[src/hdl/cpo_pkg.sv]
// constants and types for the clock output and pll override control
`default_nettype none
package cpo_pkg;
    // ----------------------------------------------------------------
    // register offsets
    // ----------------------------------------------------------------
    localparam logic [7:0] CPO_ADDR_AUX_CTRL = 8'h57;
    localparam logic [7:0] CPO_ADDR_PLL_OVR = 8'h58;
    localparam logic [7:0] CPO_ADDR_TRIM = 8'h59;
    localparam logic [7:0] CPO_ADDR_STATUS = 8'h5A;
    // ----------------------------------------------------------------
    // reset values
    // ----------------------------------------------------------------
    localparam logic [7:0] CPO_RST_AUX_CTRL = 8'h00;
    localparam logic [7:0] CPO_RST_PLL_OVR = 8'h00;
    localparam logic [7:0] CPO_RST_TRIM = 8'h00;
    // ----------------------------------------------------------------
    // field positions
    // ----------------------------------------------------------------
    localparam int CPO_AUX_EN_BIT = 7;
    localparam int CPO_AUX_SEL_LSB = 0;
    localparam int CPO_OVR_EN_BIT = 7;
    localparam int CPO_REF_D_LSB = 4;
    localparam int CPO_REF_C_LSB = 2;
    localparam int CPO_SE_OVR_BIT = 1;
    localparam int CPO_PLL_EN_OVR_BIT = 0;
    localparam int CPO_ST_PLL_EN_BIT = 0;
    localparam int CPO_ST_SE_BIT = 1;
    localparam int CPO_ST_C_ON_BIT = 2;
    localparam int CPO_ST_D_ON_BIT = 3;
    localparam int CPO_ST_AUX_ON_BIT = 7;
    // ----------------------------------------------------------------
    // synchronised pin indices
    // ----------------------------------------------------------------
    localparam int CPO_PIN_PLL_EN = 0;
    localparam int CPO_PIN_SE = 1;
    localparam int CPO_PIN_CFG0 = 2;
    localparam int CPO_PIN_CFG1 = 3;
    localparam int CPO_PIN_TS = 4;
    localparam int CPO_NUM_PINS = 5;
    // ----------------------------------------------------------------
    // half periods in ticks
    // ----------------------------------------------------------------
    localparam logic [5:0] CPO_HALF_UI16 = 6'h08;
    localparam logic [5:0] CPO_HALF_UI32 = 6'h10;
    localparam logic [5:0] CPO_HALF_UI64 = 6'h20;
    localparam logic [5:0] CPO_HALF_DIV1 = 6'h01;
    localparam logic [5:0] CPO_HALF_DIV2 = 6'h02;
    localparam logic [5:0] CPO_HALF_DIV4 = 6'h04;
    // ----------------------------------------------------------------
    // modes
    // ----------------------------------------------------------------
    typedef enum logic [2:0] {
        CPO_AUX_UI16 = 3'b000,
        CPO_AUX_UI32 = 3'b001,
        CPO_AUX_UI64 = 3'b010,
        CPO_AUX_TS = 3'b011
    } cpo_aux_sel_t;
    typedef enum logic [1:0] {
        CPO_REF_OFF = 2'b00,
        CPO_REF_DIV1 = 2'b01,
        CPO_REF_DIV2 = 2'b10,
        CPO_REF_DIV4 = 2'b11
    } cpo_ref_mode_t;

    function automatic logic [5:0] cpo_ref_half(input logic [1:0] mode);
        case (mode)
            CPO_REF_DIV2: cpo_ref_half = CPO_HALF_DIV2;
            CPO_REF_DIV4: cpo_ref_half = CPO_HALF_DIV4;
            default: cpo_ref_half = CPO_HALF_DIV1;
        endcase
    endfunction : cpo_ref_half
endpackage : cpo_pkg
`default_nettype wire

[src/hdl/cpo_div_if.sv]
// control and output of one tick-counting clock divider
`default_nettype none
interface cpo_div_if;
    logic enable;
    logic restart;
    logic tick;
    logic [5:0] half;
    logic clk_out;
    modport ctrl (output enable, output restart, output tick, output half, input clk_out);
    modport div (input enable, input restart, input tick, input half, output clk_out);
endinterface : cpo_div_if
`default_nettype wire

[src/hdl/cpo_ctrl.sv]
// auxiliary clock output, divided reference outputs and pll pin override
// Overview of operation
// - the auxiliary output and its divider stay off while the enable bit 7 is clear.
// - select 0,1,2 give 16,32,64 UI clocks, 3 the timestamp, 4 to 7 are reserved.
// - selects up to 2 come from the serializer, so a serializer reinit restarts them.
// - override bit 7 clear takes pll enable, reference type and outputs from pins.
// - with override set, bits 5:4 turn output D off or give the reference over 1, 2, 4.
// - with override clear, output D follows the two clock config pins.
// - output D never runs unless output C is running.
// - bits 3:2 set output C the same way with override set, else the config pins.
// - with override set, bit 1 selects the single-ended reference input.
// - with override set, bit 0 enables the pll.
`default_nettype none
module cpo_ctrl
(
    input wire logic clk,
    input wire logic reset_n,
    input wire logic [7:0] reg_addr,
    input wire logic reg_wr,
    input wire logic [7:0] reg_wdata,
    input wire logic reg_rd,
    output logic [7:0] reg_rdata,
    input wire logic ui_tick,
    input wire logic ser_reinit,
    input wire logic ref_tick,
    input wire logic pll_enable_pin,
    input wire logic single_ended_ref_pin,
    input wire logic clock_config_pin0,
    input wire logic clock_config_pin1,
    input wire logic timestamp_input,
    output logic aux_clock_pin,
    output logic ref_out_c,
    output logic ref_out_d,
    output logic pll_enable,
    output logic single_ended_ref_clock
);
    import cpo_pkg::*;

    logic [7:0] aux_ctrl_r;
    logic [7:0] pll_ovr_r;
    logic [7:0] trim_r;
    logic [7:0] reg_rdata_r;
    logic [CPO_NUM_PINS-1:0] sync1_r;
    logic [CPO_NUM_PINS-1:0] sync2_r;
    logic aux_clock_r;
    logic aux_clock_nxt;
    logic ref_c_r;
    logic ref_d_r;
    logic pll_en_r;
    logic pll_en_nxt;
    logic se_ref_r;
    logic se_ref_nxt;
    wire logic [CPO_NUM_PINS-1:0] pins_w;
    wire cpo_aux_sel_t aux_sel_w;
    wire logic aux_en_w;
    wire logic aux_serdes_w;
    wire logic ovr_en_w;
    wire logic [1:0] cfg_mode_w;
    wire logic [1:0] c_mode_w;
    wire logic [1:0] d_mode_w;
    wire logic c_on_w;
    wire logic d_on_w;
    wire logic [5:0] aux_half_w;
    wire logic [7:0] status_w;
    wire logic [7:0] rd_mux_w;

    cpo_div_if dif [3] ();

    // ----------------------------------------------------------------
    // pin synchronisers
    // ----------------------------------------------------------------
    assign pins_w = {timestamp_input, clock_config_pin1, clock_config_pin0,
                     single_ended_ref_pin, pll_enable_pin};

    genvar gi;
    generate
        for (gi = 0; gi < CPO_NUM_PINS; gi++)
        begin : g_sync
            always_ff @(posedge clk or negedge reset_n)
            begin
                if (!reset_n)
                begin
                    sync1_r[gi] <= 1'b0;
                    sync2_r[gi] <= 1'b0;
                end
                else
                begin
                    sync1_r[gi] <= pins_w[gi];
                    sync2_r[gi] <= sync1_r[gi];
                end
            end
        end
    endgenerate

    // ----------------------------------------------------------------
    // registers
    // ----------------------------------------------------------------
    always_ff @(posedge clk or negedge reset_n)
    begin
        if (!reset_n)
            aux_ctrl_r <= CPO_RST_AUX_CTRL;
        else if (reg_wr && reg_addr == CPO_ADDR_AUX_CTRL)
            aux_ctrl_r <= reg_wdata;
    end

    always_ff @(posedge clk or negedge reset_n)
    begin
        if (!reset_n)
            pll_ovr_r <= CPO_RST_PLL_OVR;
        else if (reg_wr && reg_addr == CPO_ADDR_PLL_OVR)
            pll_ovr_r <= reg_wdata;
    end

    always_ff @(posedge clk or negedge reset_n)
    begin
        if (!reset_n)
            trim_r <= CPO_RST_TRIM;
        else if (reg_wr && reg_addr == CPO_ADDR_TRIM)
            trim_r <= reg_wdata;
    end

    assign status_w = {aux_en_w, 3'h0, d_on_w, c_on_w, se_ref_r, pll_en_r};
    assign rd_mux_w = (reg_addr == CPO_ADDR_AUX_CTRL) ? aux_ctrl_r :
                      (reg_addr == CPO_ADDR_PLL_OVR) ? pll_ovr_r :
                      (reg_addr == CPO_ADDR_TRIM) ? trim_r :
                      (reg_addr == CPO_ADDR_STATUS) ? status_w : 8'h00;

    always_ff @(posedge clk or negedge reset_n)
    begin
        if (!reset_n)
            reg_rdata_r <= 8'h00;
        else if (reg_rd)
            reg_rdata_r <= rd_mux_w;
    end

    // ----------------------------------------------------------------
    // auxiliary output
    // ----------------------------------------------------------------
    assign aux_en_w = aux_ctrl_r[CPO_AUX_EN_BIT];
    assign aux_sel_w = cpo_aux_sel_t'(aux_ctrl_r[CPO_AUX_SEL_LSB +: 3]);
    assign aux_serdes_w = aux_en_w && (aux_ctrl_r[CPO_AUX_SEL_LSB +: 3] <= 3'h2);
    assign aux_half_w = (aux_sel_w == CPO_AUX_UI64) ? CPO_HALF_UI64 :
                        (aux_sel_w == CPO_AUX_UI32) ? CPO_HALF_UI32 : CPO_HALF_UI16;

    assign dif[0].enable = aux_serdes_w;
    assign dif[0].restart = ser_reinit;
    assign dif[0].tick = ui_tick;
    assign dif[0].half = aux_half_w;

    always_comb
    begin
        aux_clock_nxt = 1'b0;
        if (aux_en_w)
        begin
            case (aux_sel_w)
                CPO_AUX_UI16, CPO_AUX_UI32, CPO_AUX_UI64: aux_clock_nxt = dif[0].clk_out;
                CPO_AUX_TS: aux_clock_nxt = sync2_r[CPO_PIN_TS];
                default: aux_clock_nxt = 1'b0;
            endcase
        end
    end

    // ----------------------------------------------------------------
    // pll override and reference outputs
    // ----------------------------------------------------------------
    assign ovr_en_w = pll_ovr_r[CPO_OVR_EN_BIT];
    assign cfg_mode_w = {sync2_r[CPO_PIN_CFG1], sync2_r[CPO_PIN_CFG0]};
    assign c_mode_w = ovr_en_w ? pll_ovr_r[CPO_REF_C_LSB +: 2] : cfg_mode_w;
    assign d_mode_w = ovr_en_w ? pll_ovr_r[CPO_REF_D_LSB +: 2] : cfg_mode_w;
    assign c_on_w = c_mode_w != CPO_REF_OFF;
    assign d_on_w = c_on_w && (d_mode_w != CPO_REF_OFF);
    assign pll_en_nxt = ovr_en_w ? pll_ovr_r[CPO_PLL_EN_OVR_BIT] : sync2_r[CPO_PIN_PLL_EN];
    assign se_ref_nxt = ovr_en_w ? pll_ovr_r[CPO_SE_OVR_BIT] : sync2_r[CPO_PIN_SE];

    assign dif[1].enable = c_on_w;
    assign dif[1].restart = 1'b0;
    assign dif[1].tick = ref_tick;
    assign dif[1].half = cpo_ref_half(c_mode_w);
    assign dif[2].enable = d_on_w;
    assign dif[2].restart = 1'b0;
    assign dif[2].tick = ref_tick;
    assign dif[2].half = cpo_ref_half(d_mode_w);

    generate
        for (gi = 0; gi < 3; gi++)
        begin : g_div
            cpo_div u_div (
                .clk(clk),
                .reset_n(reset_n),
                .d(dif[gi])
            );
        end
    endgenerate

    // ----------------------------------------------------------------
    // output flops
    // ----------------------------------------------------------------
    always_ff @(posedge clk or negedge reset_n)
    begin
        if (!reset_n)
        begin
            aux_clock_r <= 1'b0;
            ref_c_r <= 1'b0;
            ref_d_r <= 1'b0;
            pll_en_r <= 1'b0;
            se_ref_r <= 1'b0;
        end
        else
        begin
            aux_clock_r <= aux_clock_nxt;
            ref_c_r <= dif[1].clk_out;
            ref_d_r <= dif[2].clk_out;
            pll_en_r <= pll_en_nxt;
            se_ref_r <= se_ref_nxt;
        end
    end

    assign reg_rdata = reg_rdata_r;
    assign aux_clock_pin = aux_clock_r;
    assign ref_out_c = ref_c_r;
    assign ref_out_d = ref_d_r;
    assign pll_enable = pll_en_r;
    assign single_ended_ref_clock = se_ref_r;

    // ----------------------------------------------------------------
    // checks
    // ----------------------------------------------------------------
    a_aux_off_low: assert property (
        @(posedge clk) disable iff (!reset_n) !aux_en_w |=> !aux_clock_pin)
        else $error("aux output active while disabled");
    a_aux_rsvd_low: assert property (
        @(posedge clk) disable iff (!reset_n)
        (aux_ctrl_r[CPO_AUX_SEL_LSB +: 3] >= 3'h4) |=> !aux_clock_pin)
        else $error("aux output active on reserved select");
    a_aux_ts_follow: assert property (
        @(posedge clk) disable iff (!reset_n)
        (aux_en_w && aux_sel_w == CPO_AUX_TS) |=> aux_clock_pin == $past(sync2_r[CPO_PIN_TS]))
        else $error("aux output not following timestamp");
    a_reinit_restart: assert property (
        @(posedge clk) disable iff (!reset_n)
        (aux_serdes_w && ser_reinit) |-> ##2 !aux_clock_pin)
        else $error("serializer reinit did not restart aux clock");
    a_pll_en_pin: assert property (
        @(posedge clk) disable iff (!reset_n)
        !ovr_en_w |=> pll_enable == $past(sync2_r[CPO_PIN_PLL_EN]))
        else $error("pll enable not from pin");
    a_pll_en_ovr: assert property (
        @(posedge clk) disable iff (!reset_n)
        ovr_en_w |=> pll_enable == $past(pll_ovr_r[CPO_PLL_EN_OVR_BIT]))
        else $error("pll enable not from register");
    a_se_ref_ovr: assert property (
        @(posedge clk) disable iff (!reset_n)
        ovr_en_w |=> single_ended_ref_clock == $past(pll_ovr_r[CPO_SE_OVR_BIT]))
        else $error("single-ended select not from register");
    a_d_needs_c: assert property (
        @(posedge clk) disable iff (!reset_n) (!c_on_w)[*2] |=> !ref_out_d)
        else $error("output D running without output C");
    a_d_from_cfg: assert property (
        @(posedge clk) disable iff (!reset_n)
        (!ovr_en_w && cfg_mode_w == CPO_REF_OFF)[*2] |=> !ref_out_d)
        else $error("output D not following config pins");
    a_c_off_ovr: assert property (
        @(posedge clk) disable iff (!reset_n)
        (ovr_en_w && pll_ovr_r[CPO_REF_C_LSB +: 2] == CPO_REF_OFF)[*2] |=> !ref_out_c)
        else $error("output C running while set off");
    a_d_off_ovr: assert property (
        @(posedge clk) disable iff (!reset_n)
        (ovr_en_w && pll_ovr_r[CPO_REF_D_LSB +: 2] == CPO_REF_OFF)[*2] |=> !ref_out_d)
        else $error("output D running while set off");

    c_aux_ui_clock: cover property (@(posedge clk) disable iff (!reset_n)
        aux_serdes_w && $rose(aux_clock_pin));
    c_aux_ts_mode: cover property (@(posedge clk) disable iff (!reset_n)
        aux_en_w && aux_sel_w == CPO_AUX_TS && $rose(aux_clock_pin));
    c_ovr_d_running: cover property (@(posedge clk) disable iff (!reset_n)
        ovr_en_w && $rose(ref_out_d));
    c_reinit_hit: cover property (@(posedge clk) disable iff (!reset_n)
        aux_serdes_w && ser_reinit);
endmodule : cpo_ctrl
`default_nettype wire

[src/hdl/cpo_div.sv]
// tick-counting divider with a half period set by its controller
`default_nettype none
module cpo_div
(
    input wire logic clk,
    input wire logic reset_n,
    cpo_div_if.div d
);
    import cpo_pkg::*;

    logic [5:0] count_r;
    logic [5:0] count_nxt;
    logic out_r;
    wire logic last_w;
    wire logic hold_w;

    // ----------------------------------------------------------------
    // counter
    // ----------------------------------------------------------------
    assign last_w = count_r >= (d.half - 6'h01);
    assign hold_w = !d.enable || d.restart;
    assign count_nxt = last_w ? 6'h00 : count_r + 6'h01;

    always_ff @(posedge clk or negedge reset_n)
    begin
        if (!reset_n)
        begin
            count_r <= 6'h00;
            out_r <= 1'b0;
        end
        else if (hold_w)
        begin
            count_r <= 6'h00;
            out_r <= 1'b0;
        end
        else if (d.tick)
        begin
            count_r <= count_nxt;
            out_r <= last_w ? !out_r : out_r;
        end
    end

    assign d.clk_out = out_r;

    // ----------------------------------------------------------------
    // checks
    // ----------------------------------------------------------------
    a_div_toggle_edge: assert property (
        @(posedge clk) disable iff (!reset_n)
        (!hold_w && d.tick && last_w) |=> (out_r != $past(out_r)))
        else $error("divider missed its toggle");
    a_div_hold_edge: assert property (
        @(posedge clk) disable iff (!reset_n)
        (!hold_w && !(d.tick && last_w)) |=> $stable(out_r))
        else $error("divider toggled off its count");
endmodule : cpo_div
`default_nettype wire

[config.mk]
export PLATFORM = sky130hd
export DESIGN_NAME = cpo_ctrl
export DESIGN_NICKNAME = d
export VERILOG_FILES = /design/src/hdl/cpo_pkg.sv /design/src/hdl/cpo_div_if.sv /design/src/hdl/cpo_ctrl.sv /design/src/hdl/cpo_div.sv
export SDC_FILE = /design/constraint.sdc
export NUM_CORES = 1
export LEC_CHECK = 0
export ABC_AREA = 1
export BUFFER_PORTS_ARGS = -buffer_cell sky130_fd_sc_hd__buf_2
export CORE_ASPECT_RATIO = 1.25
export CORE_MARGIN = 4
export CORE_UTILIZATION = 38
export CTS_CLUSTER_DIAMETER = 80
export DETAILED_ROUTE_END_ITERATION = 6
export SLEW_MARGIN = 5
export SYNTH_ARGS = -nofsm -noshare
export SYNTH_HDL_FRONTEND = slang
export SYNTH_SLANG_ARGS = --single-unit
[constraint.sdc]
create_clock -name clk -period 2.6 [get_ports clk]
set_input_delay 0.13 -clock clk [delete_from_list [all_inputs] [get_ports clk]]
set_output_delay 0.13 -clock clk [all_outputs]
set_load 0.03 [all_outputs]
=== Word-level counts from Yosys, hierarchy flattened ===
Index checks and enable logic that the tools add are counted.

* Muxes and demuxes: 32
* $add $sub $neg: 6
* Eq/ne operators: 15
* Reduce and logical (&&, ||, !) cells: 19
* Order comparisons: 4

{| class="wikitable"
|+ Operators by type and width
! operator !! number
|-
| $mux W6 || 10
|-
| $eq A8 B7 Y1 const B || 4
|-
| $mux W8 || 4
|-
| $add A6 B1 Y6 const B || 3
|-
| $ge A6 B6 Y1 || 3
|-
| $mux W1 || 12
|-
| $pmux W3 S2 || 2
|-
| $eq A2 B2 Y1 const B || 4
|-
| $reduce_bool A2 Y1 || 4
|-
| $sub A3 B1 Y4 const B || 2
|-
| $eq A3 B2 Y1 const B || 2
|-
| $reduce_and A2 Y1 || 3
|-
| $sub A6 B1 Y6 const B || 1
|-
| $logic_and A1 B1 Y1 || 5
|-
| $mux W5 || 1
|-
| $logic_not A1 Y1 || 4
|-
| $mux W2 || 2
|-
| $ne A2 B1 Y1 const B || 2
|-
| $ne A2 B2 Y1 const B || 2
|-
| $eq A3 B1 Y1 const B || 1
|-
| $le A3 B2 Y1 const B || 1
|-
| $logic_not A3 Y1 || 1
|-
| $reduce_or A3 Y1 || 1
|-
| $pmux W1 S2 || 1
|-
| $logic_or A1 B1 Y1 || 1
|}

* Output and inout port bits: 13
* Register bits: 68
* Logic and storage cells: 101

=== Depth between registers and ports, before layout ===
Gate-level depths: netlist of the first run.

* Depth in word-level cells: 8
* Depth in mapped cells: 13

=== Hierarchy ===
A second synthesis of the first run with hierarchy kept.

* Cells, all modules: 518
* Area, all modules: 4108.9 um^2

{| class="wikitable"
|+ By module, submodules not included
! module !! instances !! cells an instance !! area each (um^2) !! sequential area each (um^2)
|-
| cpo_ctrl || 1 || 257 || 2209.6 || 1176.1
|-
| cpo_div || 3 || 87 || 633.1 || 175.2
|}

=== Least setup slack after synthesis of the first run ===
Ideal clock, no wire load.

* Path kind: register to register
* Start: reg pll_ovr_r[7]
* End: reg g_div[1].u_div.out_r
* Clock period less this slack: 1.633 ns
* Path buffers: 1
* Cell stages (with the launch flop): 12
* Required time: 2.474 ns
* Setup slack: 0.967 ns
* Arrival time: 1.507 ns
* Cells stage by stage: dfrtp_1 buf_6 nand2_1 nand2_2 inv_1 nand3_1 ha_1 a21boi_0 o21ai_0 nand2_1 nand3_1 o21ai_0

* Longest elaborated chain between the ends: 7
* Elaborated cells between the ends (all ways): 11
* Those cells by class: add/sub (1); order compare (1); eq/ne (4); mux (3); reduce/logical (2)

{| class="wikitable"
|+ Ends and longest elaborated chain
! what !! line !! RTL
|-
| start, declared || cpo_ctrl.sv:40 || <nowiki>logic [7:0] pll_ovr_r;</nowiki>
|-
| start signal, assigned || cpo_ctrl.sv:111 || <nowiki>pll_ovr_r <= reg_wdata;</nowiki>
|-
| $mux W2 * || cpo_ctrl.sv:168 || <nowiki>assign c_mode_w = ovr_en_w ? pll_ovr_r[CPO_REF_C_LSB +: 2] : cfg_mode_w;</nowiki>
|-
| $eq A2 B2 Y1 || cpo_pkg.sv:67 || <nowiki>case (mode)</nowiki>
|-
| $pmux W3 S2 || cpo_pkg.sv:67 ||
|-
| $sub A3 B1 Y4 || cpo_div.sv:20 || <nowiki>assign last_w = count_r >= (d.half - 6'h01);</nowiki>
|-
| $ge A6 B6 Y1 || cpo_div.sv:20 ||
|-
| $ne A2 B1 Y1 (no line) || - ||
|-
| $reduce_and A2 Y1 (no line) || - ||
|-
| end signal, assigned || cpo_div.sv:39 || <nowiki>out_r <= last_w ? !out_r : out_r;</nowiki>
|-
| end, declared || cpo_div.sv:13 || <nowiki>logic out_r;</nowiki>
|}

Mark *: on every way between the ends. The rest lies on a longest branch, timed or not.
A chain may end at the register's enable or synchronous reset.

=== Worst setup path after layout of the first run ===
Same ends and word-level chain as after synthesis.

==> results of run 1 <==
[kinds of logic after synthesis]
kind of cell             count (synthesis)  synth area share [%]
other                                    1                0.1125
adder cells (fa/ha/maj)                 10                 3.752
flip-flops                              68                 51.03
buffers and inverters                   59                 8.593
AND/OR/NAND/NOR                        182                 26.68
AO/OA/AOI/OAI                           50                 8.781
XOR/XNOR                                 4                 1.051
[layer usage]
metal / routed length [um] / GRT usage, % / vias to the layer above / part of all wire, %
met1: 3077 / 18.13 / 1182 / 46
met2: 3230 / 23.11 / 38 / 49
met4: 95 / 4.460 / 0 / 1.4
met3: 234 / 3.391 / 8 / 3.5
li1: - / - / 1292 / -
met5: 0 / 0 / - / 0
[Yosys cell counts, types with 2 or more instances]
master / count
ha_1: 10
inv_1: 50
o21ai_0: 25
nand3_4: 3
dfrtp_1: 68
nor2_2: 5
nand4_1: 4
nand2_4: 2
nor2_1: 36
nor2_4: 4
xor2_1: 3
o21ai_2: 8
nand2_1: 81
nand3_1: 34
nand2_2: 7
buf_12: 2
a21oi_1: 5
buf_6: 4
o21ai_1: 8
[report_power, final]
group | switching, mW | internal (mW)
Clock | 0.398 | 0.540
Sequential | 0.0440 | 1.14
Combinational | 0.208 | 0.115
Total | 0.650 | 1.79
[cell usage in the layout, fill, tap and decap left out, types with 2 or more instances in the layout]
master	instances
buf_4	2
ha_1	10
nand3_4	3
dfrtp_1	68
a21oi_1	5
dlygate4sd3_1	6
nand2_2	7
nand3_1	34
clkinvlp_4	2
xor2_1	3
clkbuf_8	9
buf_2	40
nor2_2	5
nand4_1	4
nand2_1	81
bufinv_16	2
o21ai_1	8
o21ai_0	25
inv_1	50
o21ai_2	8
nand2_4	2
nor2_1	36
nor2_4	4
[sequential cells by signal, indices dropped and copies added (netlist names), 2 cells and up]
signal and flops:
cfg_mode_w 2, aux_ctrl_r 8, sync1_r 5, reg_rdata 8, sync2_r 3, pll_ovr_r 8
trim_r 8, g_div.u_div.count_r 18, g_div.u_div.d.clk_out 3
[how the worst min path moves through the flow]
stage                       from                   endpoint  depth (start not counted)
finish              reg_wdata[6]  aux_ctrl_r[6]$_DFFE_PN0P_                          3
detailed placement       reset_n  aux_ctrl_r[5]$_DFFE_PN0P_                          1
CTS                 reg_wdata[6]  aux_ctrl_r[6]$_DFFE_PN0P_                          3
floorplan                reset_n    aux_clock_pin$_DFF_PN0_                          0
global placement         reset_n  aux_ctrl_r[5]$_DFFE_PN0P_                          1
global route        reg_wdata[5]  aux_ctrl_r[5]$_DFFE_PN0P_                          3
[timing repair]
action / in CTS / in global routing
hold buffers: 6 / 0
buffers inserted: 0 / 0
endpoints found under the hold margin: 34 / 0
[metrics by stage]
step           std cells  instance area (um^2)  util (%)  hold WS, ns
3_3_place_gp         526                  3607     43.05       0.2142
4_1_cts              548                  3884     46.35     0.002517
3_5_place_dp         526                  3607     43.05       0.2178
5_1_grt              548                  3884     46.35      0.02751
2_1_floorplan        374                  3334         -      -0.1656
6_report             548                  3884     46.35      0.01876
[cell type report]
cell class	count	area, um^2
Clock buffer	10	127.6
Clock inverter	6	88.84
Fill cell	834	4496
Inverter	52	197.7
Multi-Input combinational cell	247	1346
Sequential cell	68	1702
Tap cell	117	146.4
Timing Repair Buffer	48	275.3
[worst max-delay path: cells and delay by family, from the launching register on]
family	cells	cell delay (ns)
flops	1	0.53
simple gates	5	0.45
compound gates	3	0.38
fa+ha+maj	1	0.26
buf+inv	2	0.15
==> impl_metrics.toml, run 1 <==
[worst_setup_path]
endpoint = "g_div[1].u_div.d.clk_out$_DFFE_PN0P_"
worstPathCellList = "inv_4, nand2_2, nand2_2, inv_1, nand3_1, ha_1, a21boi_0, o21ai_0, nand2_1, nand3_1, o21ai_0"
end_kind = "flop"
cp.arrival_ns = 2.09
r2r_setup_slack_ns = 0.74
r2r.worst_path.cells = 11
cp_max_fo = 9
slowest_stage = "dfrtp_1"
r2r_start = "pll_ovr_r[7]$_DFFE_PN0P_"
r2r_end = "g_div[1].u_div.d.clk_out$_DFFE_PN0P_"
slowest_delay_ns = 0.53
crit_type = "reg2reg"
timing.critical_path.from = "pll_ovr_r[7]$_DFFE_PN0P_"
cp.required_ns = 2.82
start_kind = "flop"

[global_routing]
gr-total-overflow = 0
grt_max_degree = 32
antenna_found_initial = 0
grt_pass1_vias = 2500
grt_first_pass_wirelength_mm = 11.57
track_usage_pct = 13.99

[status]
status = "complete, no violations"

[detailed_routing]
routedWlPerCell_um = 12.11
vias = 2520
wl_mm = 6.638
via_per_inst = 4.599
first_pass_iters = 4
ant_nets = 0
detailedRoute.firstIterationViolations = 148
route.detailed.drc = 0

[synthesis]
ys_ff_latch = 68
avgSynthCellArea_um2 = 8.916
synthFlopType = "dfrtp_1"
ys_seq_area_share_pct = 51.03
ys_async_sr_fraction_pct = 100.0
syn_inst = 374
syn_nets = 412
synth_area_leader_cell = "dfrtp_1"
ys_warn_count = 0
synth_area_mm2 = 0.003334
synth_area_leaders = "dfrtp_1 51%, nand2_1 9.1%, inv_1 5.6%"
synth_edf_count = 0
post_synth_num_cell_types = 34
synth_top_area_share_pct = 51.03

[clock_network]
cts_buffer_depth = 2
ctsResizeCount = 0
cts_tree = "built"
clk_latency_ns = 0.34
cts_buffers = 9
clkTransAtPathRegs_ns = 0.07
clock_tree.root_cell = "clkbuf_8"
cts.sinks = 68
cts_max_level = 3

[timing]
tightest_slew_ns = 0.6947
slew_headroom_pct = 53.69
worst_slack_ns = 0.7354
setup_viol = 0
fmax_mhz = 536.3
final.setup_skew_ns = 0.007228
post-route-period-util_pct = 71.72
hold_viol = 0
slew_violations = 0
setup_tns_ns = 0
min_period_ns = 1.865
rsz0062_at_grt = "no"

[layout]
nNetsFinal = 464
area_delta_synth_final_pct = 16.47
drive_gt1_share_pct = 21.35
antennaDiodeCount = 0

[floorplanning]
placementRows = 37
ios = 41
die_h_um = 112.7
start_util_pct = 39.79
fp.dieArea_mm2 = 0.01035
core_mm2 = 0.008379
die_w_um = 91.79

[pwr]
power_density_mw_per_mm2 = 628.1
max-vdd-ir-drop_mv = 0.3080
p_total_mw = 2.439
leakage_nw = 1.986

[worst_hold_path]
hp-class = "in2reg"

[placed_design]
io_buffers = 40
place.gp.congestion = 0.7780
dp_hpwl_mm = 5.006
place_ws_ns = 0.7374

[flow_run]
maxCapViolCount = 0
Note: power is estimated with default switching activity, not from simulation.
==> inputs of run 2 (changes only) <==
--- a/config.mk
+++ b/config.mk
@@ -5,7 +5,7 @@
 export SDC_FILE = /design/constraint.sdc
 export NUM_CORES = 1
 export LEC_CHECK = 0
-export ABC_AREA = 1
+export ABC_AREA = 0
 export BUFFER_PORTS_ARGS = -buffer_cell sky130_fd_sc_hd__buf_2
 export CORE_ASPECT_RATIO = 1.25
 export CORE_MARGIN = 4
==> constraint.sdc (replaced) <==
create_clock -name clk -period 1.85 [get_ports clk]
set_input_delay 0.0925 -clock clk [delete_from_list [all_inputs] [get_ports clk]]
set_output_delay 0.0925 -clock clk [all_outputs]
set_load 0.03 [all_outputs]
==> impl_metrics.toml, run 2 <==
[status]
status = "complete, but fails checks"
violations = "negative setup slack"

[placed_design]
dp.cells = 416
place.gp.congestion = 0.7896
place_ws_ns = -0.2598
io_buffers = 40
dp_hpwl_mm = 4.792

[synthesis]
post_synth_num_cell_types = 59
synth_top_area_share_pct = 53.02
synth_area_mm2 = 0.003209
syn_inst = 270
synthFlopType = "dfrtp_1"
avgSynthCellArea_um2 = 11.89
synth_edf_count = 0
post-synth-top-count-cell = "dfrtp_1"
ys_async_sr_fraction_pct = 100.0
ys_warn_count = 0
ys_seq_area_share_pct = 53.02
synth_common_cells = "68 x dfrtp_1, 28 x mux2_2, 22 x nor2_1"
ys_ff_latch = 68
synth_area_leaders = "dfrtp_1 53%, mux2_2 9.8%, ha_1 3.9%"
synth_area_leader_cell = "dfrtp_1"
syn_nets = 308

[floorplanning]
fp.dieArea_mm2 = 0.009989
start_util_pct = 38.95
die_w_um = 90.20
core_mm2 = 0.008240
ios = 41
placementRows = 37
die_h_um = 110.7

[detailed_routing]
vias = 2339
wl_met2_mm = 3.481
detailedRoute.firstIterationViolations = 104
ant_nets = 0
routedWlPerCell_um = 15.33
maxUsedRoutingLayer = "met4"
via_per_inst = 5.304
wl_met1_mm = 2.959
wl_mm = 6.762
wl_met3_um = 254
first_pass_iters = 4
route.detailed.drc = 0

[pwr]
power_density_mw_per_mm2 = 869.1
leakage_nw = 1.920
max-vdd-ir-drop_mv = 0.5456
p_total_mw = 3.530

[global_routing]
track_usage_pct = 14.66
grt_max_degree = 69
grt_pass1_vias = 2501
gr-total-overflow = 0
antenna_found_initial = 0
grt_first_pass_wirelength_mm = 11.98

[worst_setup_path]
crit_type = "reg2reg"
cp.arrival_ns = 2.38
slowest_stage = "or4_4"
crit_family = "compound AO/OA/AOI/OAI gates"
cp_max_fo = 5
end_kind = "flop"
r2r_start = "pll_ovr_r[7]$_DFFE_PN0P_"
cp.required_ns = 2.12
worstPathCellList = "nand2b_4, a22o_1, ha_2, or4_4, a211oi_4, o21bai_2, o21ba_1"
start_kind = "flop"
crit_buf_inv = 0
slowest_delay_ns = 0.49
r2r_setup_slack_ns = -0.26
r2r_end = "g_div[2].u_div.count_r[3]$_DFFE_PN0P_"
r2r.worst_path.cells = 7

[flow_run]
maxCapViolCount = 0

[layout]
antennaDiodeCount = 0
final_common_cell = "dfrtp_1"
nNetsFinal = 378
largest_register_ffs = 18
final_cell_mix = "68 x dfrtp_1, 40 x buf_2, 28 x mux2_2, 22 x nor2_1, 17 x buf_4"
fin_util_pct = 49.29
top_register = "g_div.u_div.count_r"
layoutNonFillerInstCount = 441
drive_gt1_share_pct = 38.08
area_delta_synth_final_pct = 26.55

[worst_hold_path]
hp-class = "in2reg"
worstHoldStart = "reg_wdata[0]"
hold_path_depth = 2
hold_end = "aux_ctrl_r[0]$_DFFE_PN0P_"

[timing]
worst_slack_ns = -0.2569
slew_violations = 0
post-route-period-util_pct = 113.9
fmax_mhz = 474.6
setup_viol = 14
min_period_ns = 2.107
rsz0062_at_grt = "yes"
holdWs_ns = 0.02498
hold_viol = 0
final.setup_skew_ns = 0.01243

[clock_network]
cts.sinks = 68
clk_latency_ns = 0.34
clock_tree.root_cell = "clkbuf_8"
cts_buffer_depth = 2
cts_tree = "built"
cts_buffers = 9
cts_max_level = 3
clkTransAtPathRegs_ns = 0.08
[run 2: cell count changes after synthesis, sizes merged, moves of 4 or more]
| cell | previous run | this run |
|---|---|---|
| a21oi | 6 | 16 |
| a31oi | 0 | 5 |
| clkbuf | 1 | 5 |
| a22oi | 0 | 6 |
| nand4 | 4 | 0 |
| nand3 | 38 | 5 |
| nor2 | 46 | 22 |
| inv | 52 | 5 |
| nand2 | 90 | 15 |
| mux2i | 0 | 6 |
| o21ai | 41 | 7 |
| nand2b | 0 | 12 |
| mux2 | 0 | 30 |
| a211oi | 0 | 4 |
[run 2: through the flow]
step / area, um^2 / TNS [ns]
floorplan: 3236 / -1.461
global placement: 3651 / -0.8942
detailed placement: 3651 / -1.473
CTS: 4010 / -1.229
global route: 4061 / -3.870
finish: 4061 / -1.903
[run 2: cell families (layout without fill, tap and decap cells)]
group,after synthesis,after routing,synth area share (%)
AND/OR/NAND/NOR,82,82,15.40
flip-flops,68,68,53.02
AO/OA/AOI/OAI,57,57,12.67
multiplexers,36,36,12.40
buffers and inverters,14,88,1.948
adder cells (fa/ha/maj),10,10,3.899
XOR/XNOR,2,2,0.5459
other,1,1,0.1168
[run 2: metal layers]
metal,global-route usage [%],vias to the layer above
met1,18.51,1172
li1,-,1123
met4,4.801,0
met3,4.005,7
met2,24.28,37
met5,0,-
[run 2: area by class of cell]
cell class / instances / area (um^2)
Inverter: 5 / 18.77
Clock buffer: 11 / 151.4
Multi-Input combinational cell: 188 / 1565
Tap cell: 97 / 121.4
Sequential cell: 68 / 1702
Clock inverter: 4 / 48.80
Fill cell: 764 / 4179
Timing Repair Buffer: 68 / 454.2
[run 2: power breakdown]
| part | leakage (nW) | internal (mW) | switching, mW |
|---|---|---|---|
| Combinational | 0.916 | 0.284 | 0.323 |
| Sequential | 0.899 | 1.60 | 0.0861 |
| Clock | 0.105 | 0.687 | 0.554 |
| Total | 1.92 | 2.57 | 0.963 |
[run 2: how the worst max path moves through the flow]
stage / cells past startpoint / endpoint / start / slack, ns
after global placement: 7 / g_div[2].u_div.count_r[3]$_DFFE_PN0P_ / pll_ovr_r[7]$_DFFE_PN0P_ / -0.21
after CTS: 7 / g_div[2].u_div.count_r[3]$_DFFE_PN0P_ / pll_ovr_r[7]$_DFFE_PN0P_ / -0.24
after global routing: 7 / g_div[2].u_div.count_r[3]$_DFFE_PN0P_ / pll_ovr_r[7]$_DFFE_PN0P_ / -0.36
after detailed placement: 7 / g_div[2].u_div.count_r[3]$_DFFE_PN0P_ / pll_ovr_r[7]$_DFFE_PN0P_ / -0.26
final: 7 / g_div[2].u_div.count_r[3]$_DFFE_PN0P_ / pll_ovr_r[7]$_DFFE_PN0P_ / -0.26
after floorplan: 8 / g_div[2].u_div.count_r[3]$_DFFE_PN0P_ / pll_ovr_r[7]$_DFFE_PN0P_ / -0.30
[run 2: what timing repair did]
item,CTS,global route
gates resized for setup,11,8
pin swaps,7,9
hold endpoints to repair,75,0
buffers inserted,2,1
gates cloned,0,0
hold buffers,8,0
setup endpoints to repair,14,20
==> inputs of run 3 (changes only) <==
==> constraint.sdc (replaced) <==
create_clock -name clk -period 2.5 [get_ports clk]
set_input_delay 0.125 -clock clk [delete_from_list [all_inputs] [get_ports clk]]
set_output_delay 0.125 -clock clk [all_outputs]
set_load 0.03 [all_outputs]
==> impl_metrics.toml, run 3 (synthesis results as in run 2) <==
[worst_setup_path]
slowest_stage = "or4_4"
crit_family = "compound AO/OA/AOI/OAI gates"
start_kind = "flop"
worstPathCellList = "nand2b_1, a22o_1, ha_1, or4_4, a211oi_4, o21bai_2, o21ba_1"
end_kind = "flop"
slowest_delay_ns = 0.55
cp.arrival_ns = 2.55
crit_type = "reg2reg"
cp.required_ns = 2.78
crit_buf_inv = 0
cp_max_fo = 6

[layout]
final_cell_mix = "68 x dfrtp_1, 40 x buf_2, 28 x mux2_2, 22 x nor2_1, 16 x a21oi_1"
final_common_cell = "dfrtp_1"
largest_register_ffs = 18
fill_cells = 811
top_register = "g_div.u_div.count_r"
drive_gt1_share_pct = 30.15
final_area_mm2 = 0.003792
area_delta_synth_final_pct = 18.17
nNetsFinal = 358
antennaDiodeCount = 0

[global_routing]
gr-total-overflow = 0
grt_first_pass_wirelength_mm = 11.41
antenna_found_initial = 0
grt_pass1_vias = 2305
grt_max_degree = 39
track_usage_pct = 14.19

[timing]
slew_violations = 0
fmax_mhz = 441.0
slew_headroom_pct = 50.76
post-route-period-util_pct = 90.70
setup_tns_ns = 0
setup_viol = 0
hold_viol = 0
min_period_ns = 2.267
rsz0062_at_grt = "no"
final.setup_skew_ns = 0.01046
tightest_slew_ns = 0.7387

[floorplanning]
die_h_um = 110.7
ios = 41
placementRows = 37
core_mm2 = 0.008240
die_w_um = 90.20
start_util_pct = 38.95
fp.dieArea_mm2 = 0.009989

[clock_network]
cts.sinks = 68
clk_latency_ns = 0.34
cts_tree = "built"
cts_max_level = 3
clock_tree.root_cell = "clkbuf_8"
cts_buffer_depth = 2
clkTransAtPathRegs_ns = 0.07
postCtsHoldBufs = 6
post_cts_buffers = 0
ctsResizeCount = 0
cts_buffers = 9

[worst_hold_path]
hp-class = "in2reg"

[placed_design]
io_buffers = 40
place.gp.congestion = 0.7832
dp_hpwl_mm = 4.827
detailed_place.area_mm2 = 0.003515

[pwr]
clkPwrFrac_pct = 38.0
power_density_mw_per_mm2 = 689.7
power.switching_mw = 0.6859
max-vdd-ir-drop_mv = 0.3258
pwr-share-comb_pct = 14.4
sw_frac_of_total_pct = 26.22
internal_power_mw = 1.930
seqPwrFrac_pct = 47.6
leakage_nw = 1.790

[detailed_routing]
first_pass_iters = 4
vias = 2220
wl_mm = 6.558
route.detailed.drc = 0
detailedRoute.firstIterationViolations = 99
ant_nets = 0
via_per_inst = 5.261
routedWlPerCell_um = 15.54

[flow_run]
maxCapViolCount = 0

[status]
status = "complete, no violations"
-- run 3: changes by cell type in the layout (fill, tap and decap cells not counted), sizes merged --
cell | before | now
clkinvlp | 0 | 1
dlygate4sd3 | 8 | 6
clkinv | 3 | 1
buf | 60 | 42
clkbuf | 11 | 12
bufinv | 1 | 2
-- run 3: layer usage --
| layer | vias to the layer above | GRT usage, % | routed length, um |
|---|---|---|---|
| li1 | 1083 | - | - |
| met1 | 1094 | 18.72 | 3026 |
| met2 | 35 | 21.98 | 3117 |
| met3 | 8 | 3.462 | 284 |
| met4 | 0 | 6.537 | 129 |
| met5 | - | 0 | 0 |
-- run 3: worst paths after layout --
| check | startpoint | to | slack [ns] | cells after the start |
|---|---|---|---|---|
| setup / recovery | pll_ovr_r[7]$_DFFE_PN0P_ | g_div[2].u_div.count_r[3]$_DFFE_PN0P_ | 0.23 | 7 |
| hold reg to reg | sync1_r[0]$_DFF_PN0_ | sync2_r[0]$_DFF_PN0_ | 0.35 | 0 |
| hold / removal | reg_wdata[6] | trim_r[6]$_DFFE_PN0P_ | 0.04 | 2 |
| min in group asynchronous | reset_n | g_div[0].u_div.count_r[0]$_DFFE_PN0P_ | 0.37 | 2 |
| max in group asynchronous | reset_n | cfg_mode_w[0]$_DFF_PN0_ | 1.47 | 3 |
| setup reg to reg | pll_ovr_r[7]$_DFFE_PN0P_ | g_div[2].u_div.count_r[3]$_DFFE_PN0P_ | 0.23 | 7 |
-- run 3: power by group through the flow --
stage	Sequential (mW)	Combinational (mW)	Clock, mW
finish	1.24	0.377	0.995
floorplan	1.29	0.213	0
global route	1.25	0.428	1.08
CTS	1.24	0.385	1.03
global placement	1.26	0.368	0
detailed placement	1.27	0.378	0
-- run 3: through the flow --
step                cells  hold WS [ns]  setup slack [ns]  utilization (%)  power, mW
floorplan             270       -0.1706            0.1564                -      1.507
global placement      400        0.2297            0.2841            42.65      1.629
detailed placement    400        0.2344            0.2345            42.65      1.644
CTS                   422       0.02766            0.2139            46.02      2.655
global route          422       0.04222            0.1050            46.02      2.761
finish                422       0.04020            0.2325            46.02      2.616
-- run 3: cell type report --
type                       count  area [um^2]  share of cell area, %
inverter                       5        18.77                 0.4949
sequential                    68         1702                  44.87
clock inverter                 4        72.57                  1.914
clock buffer                  12        145.1                  3.827
multi-input combinational    188         1445                  38.11
tap                           97        121.4                  3.200
timing repair buffer          48        287.8                  7.588
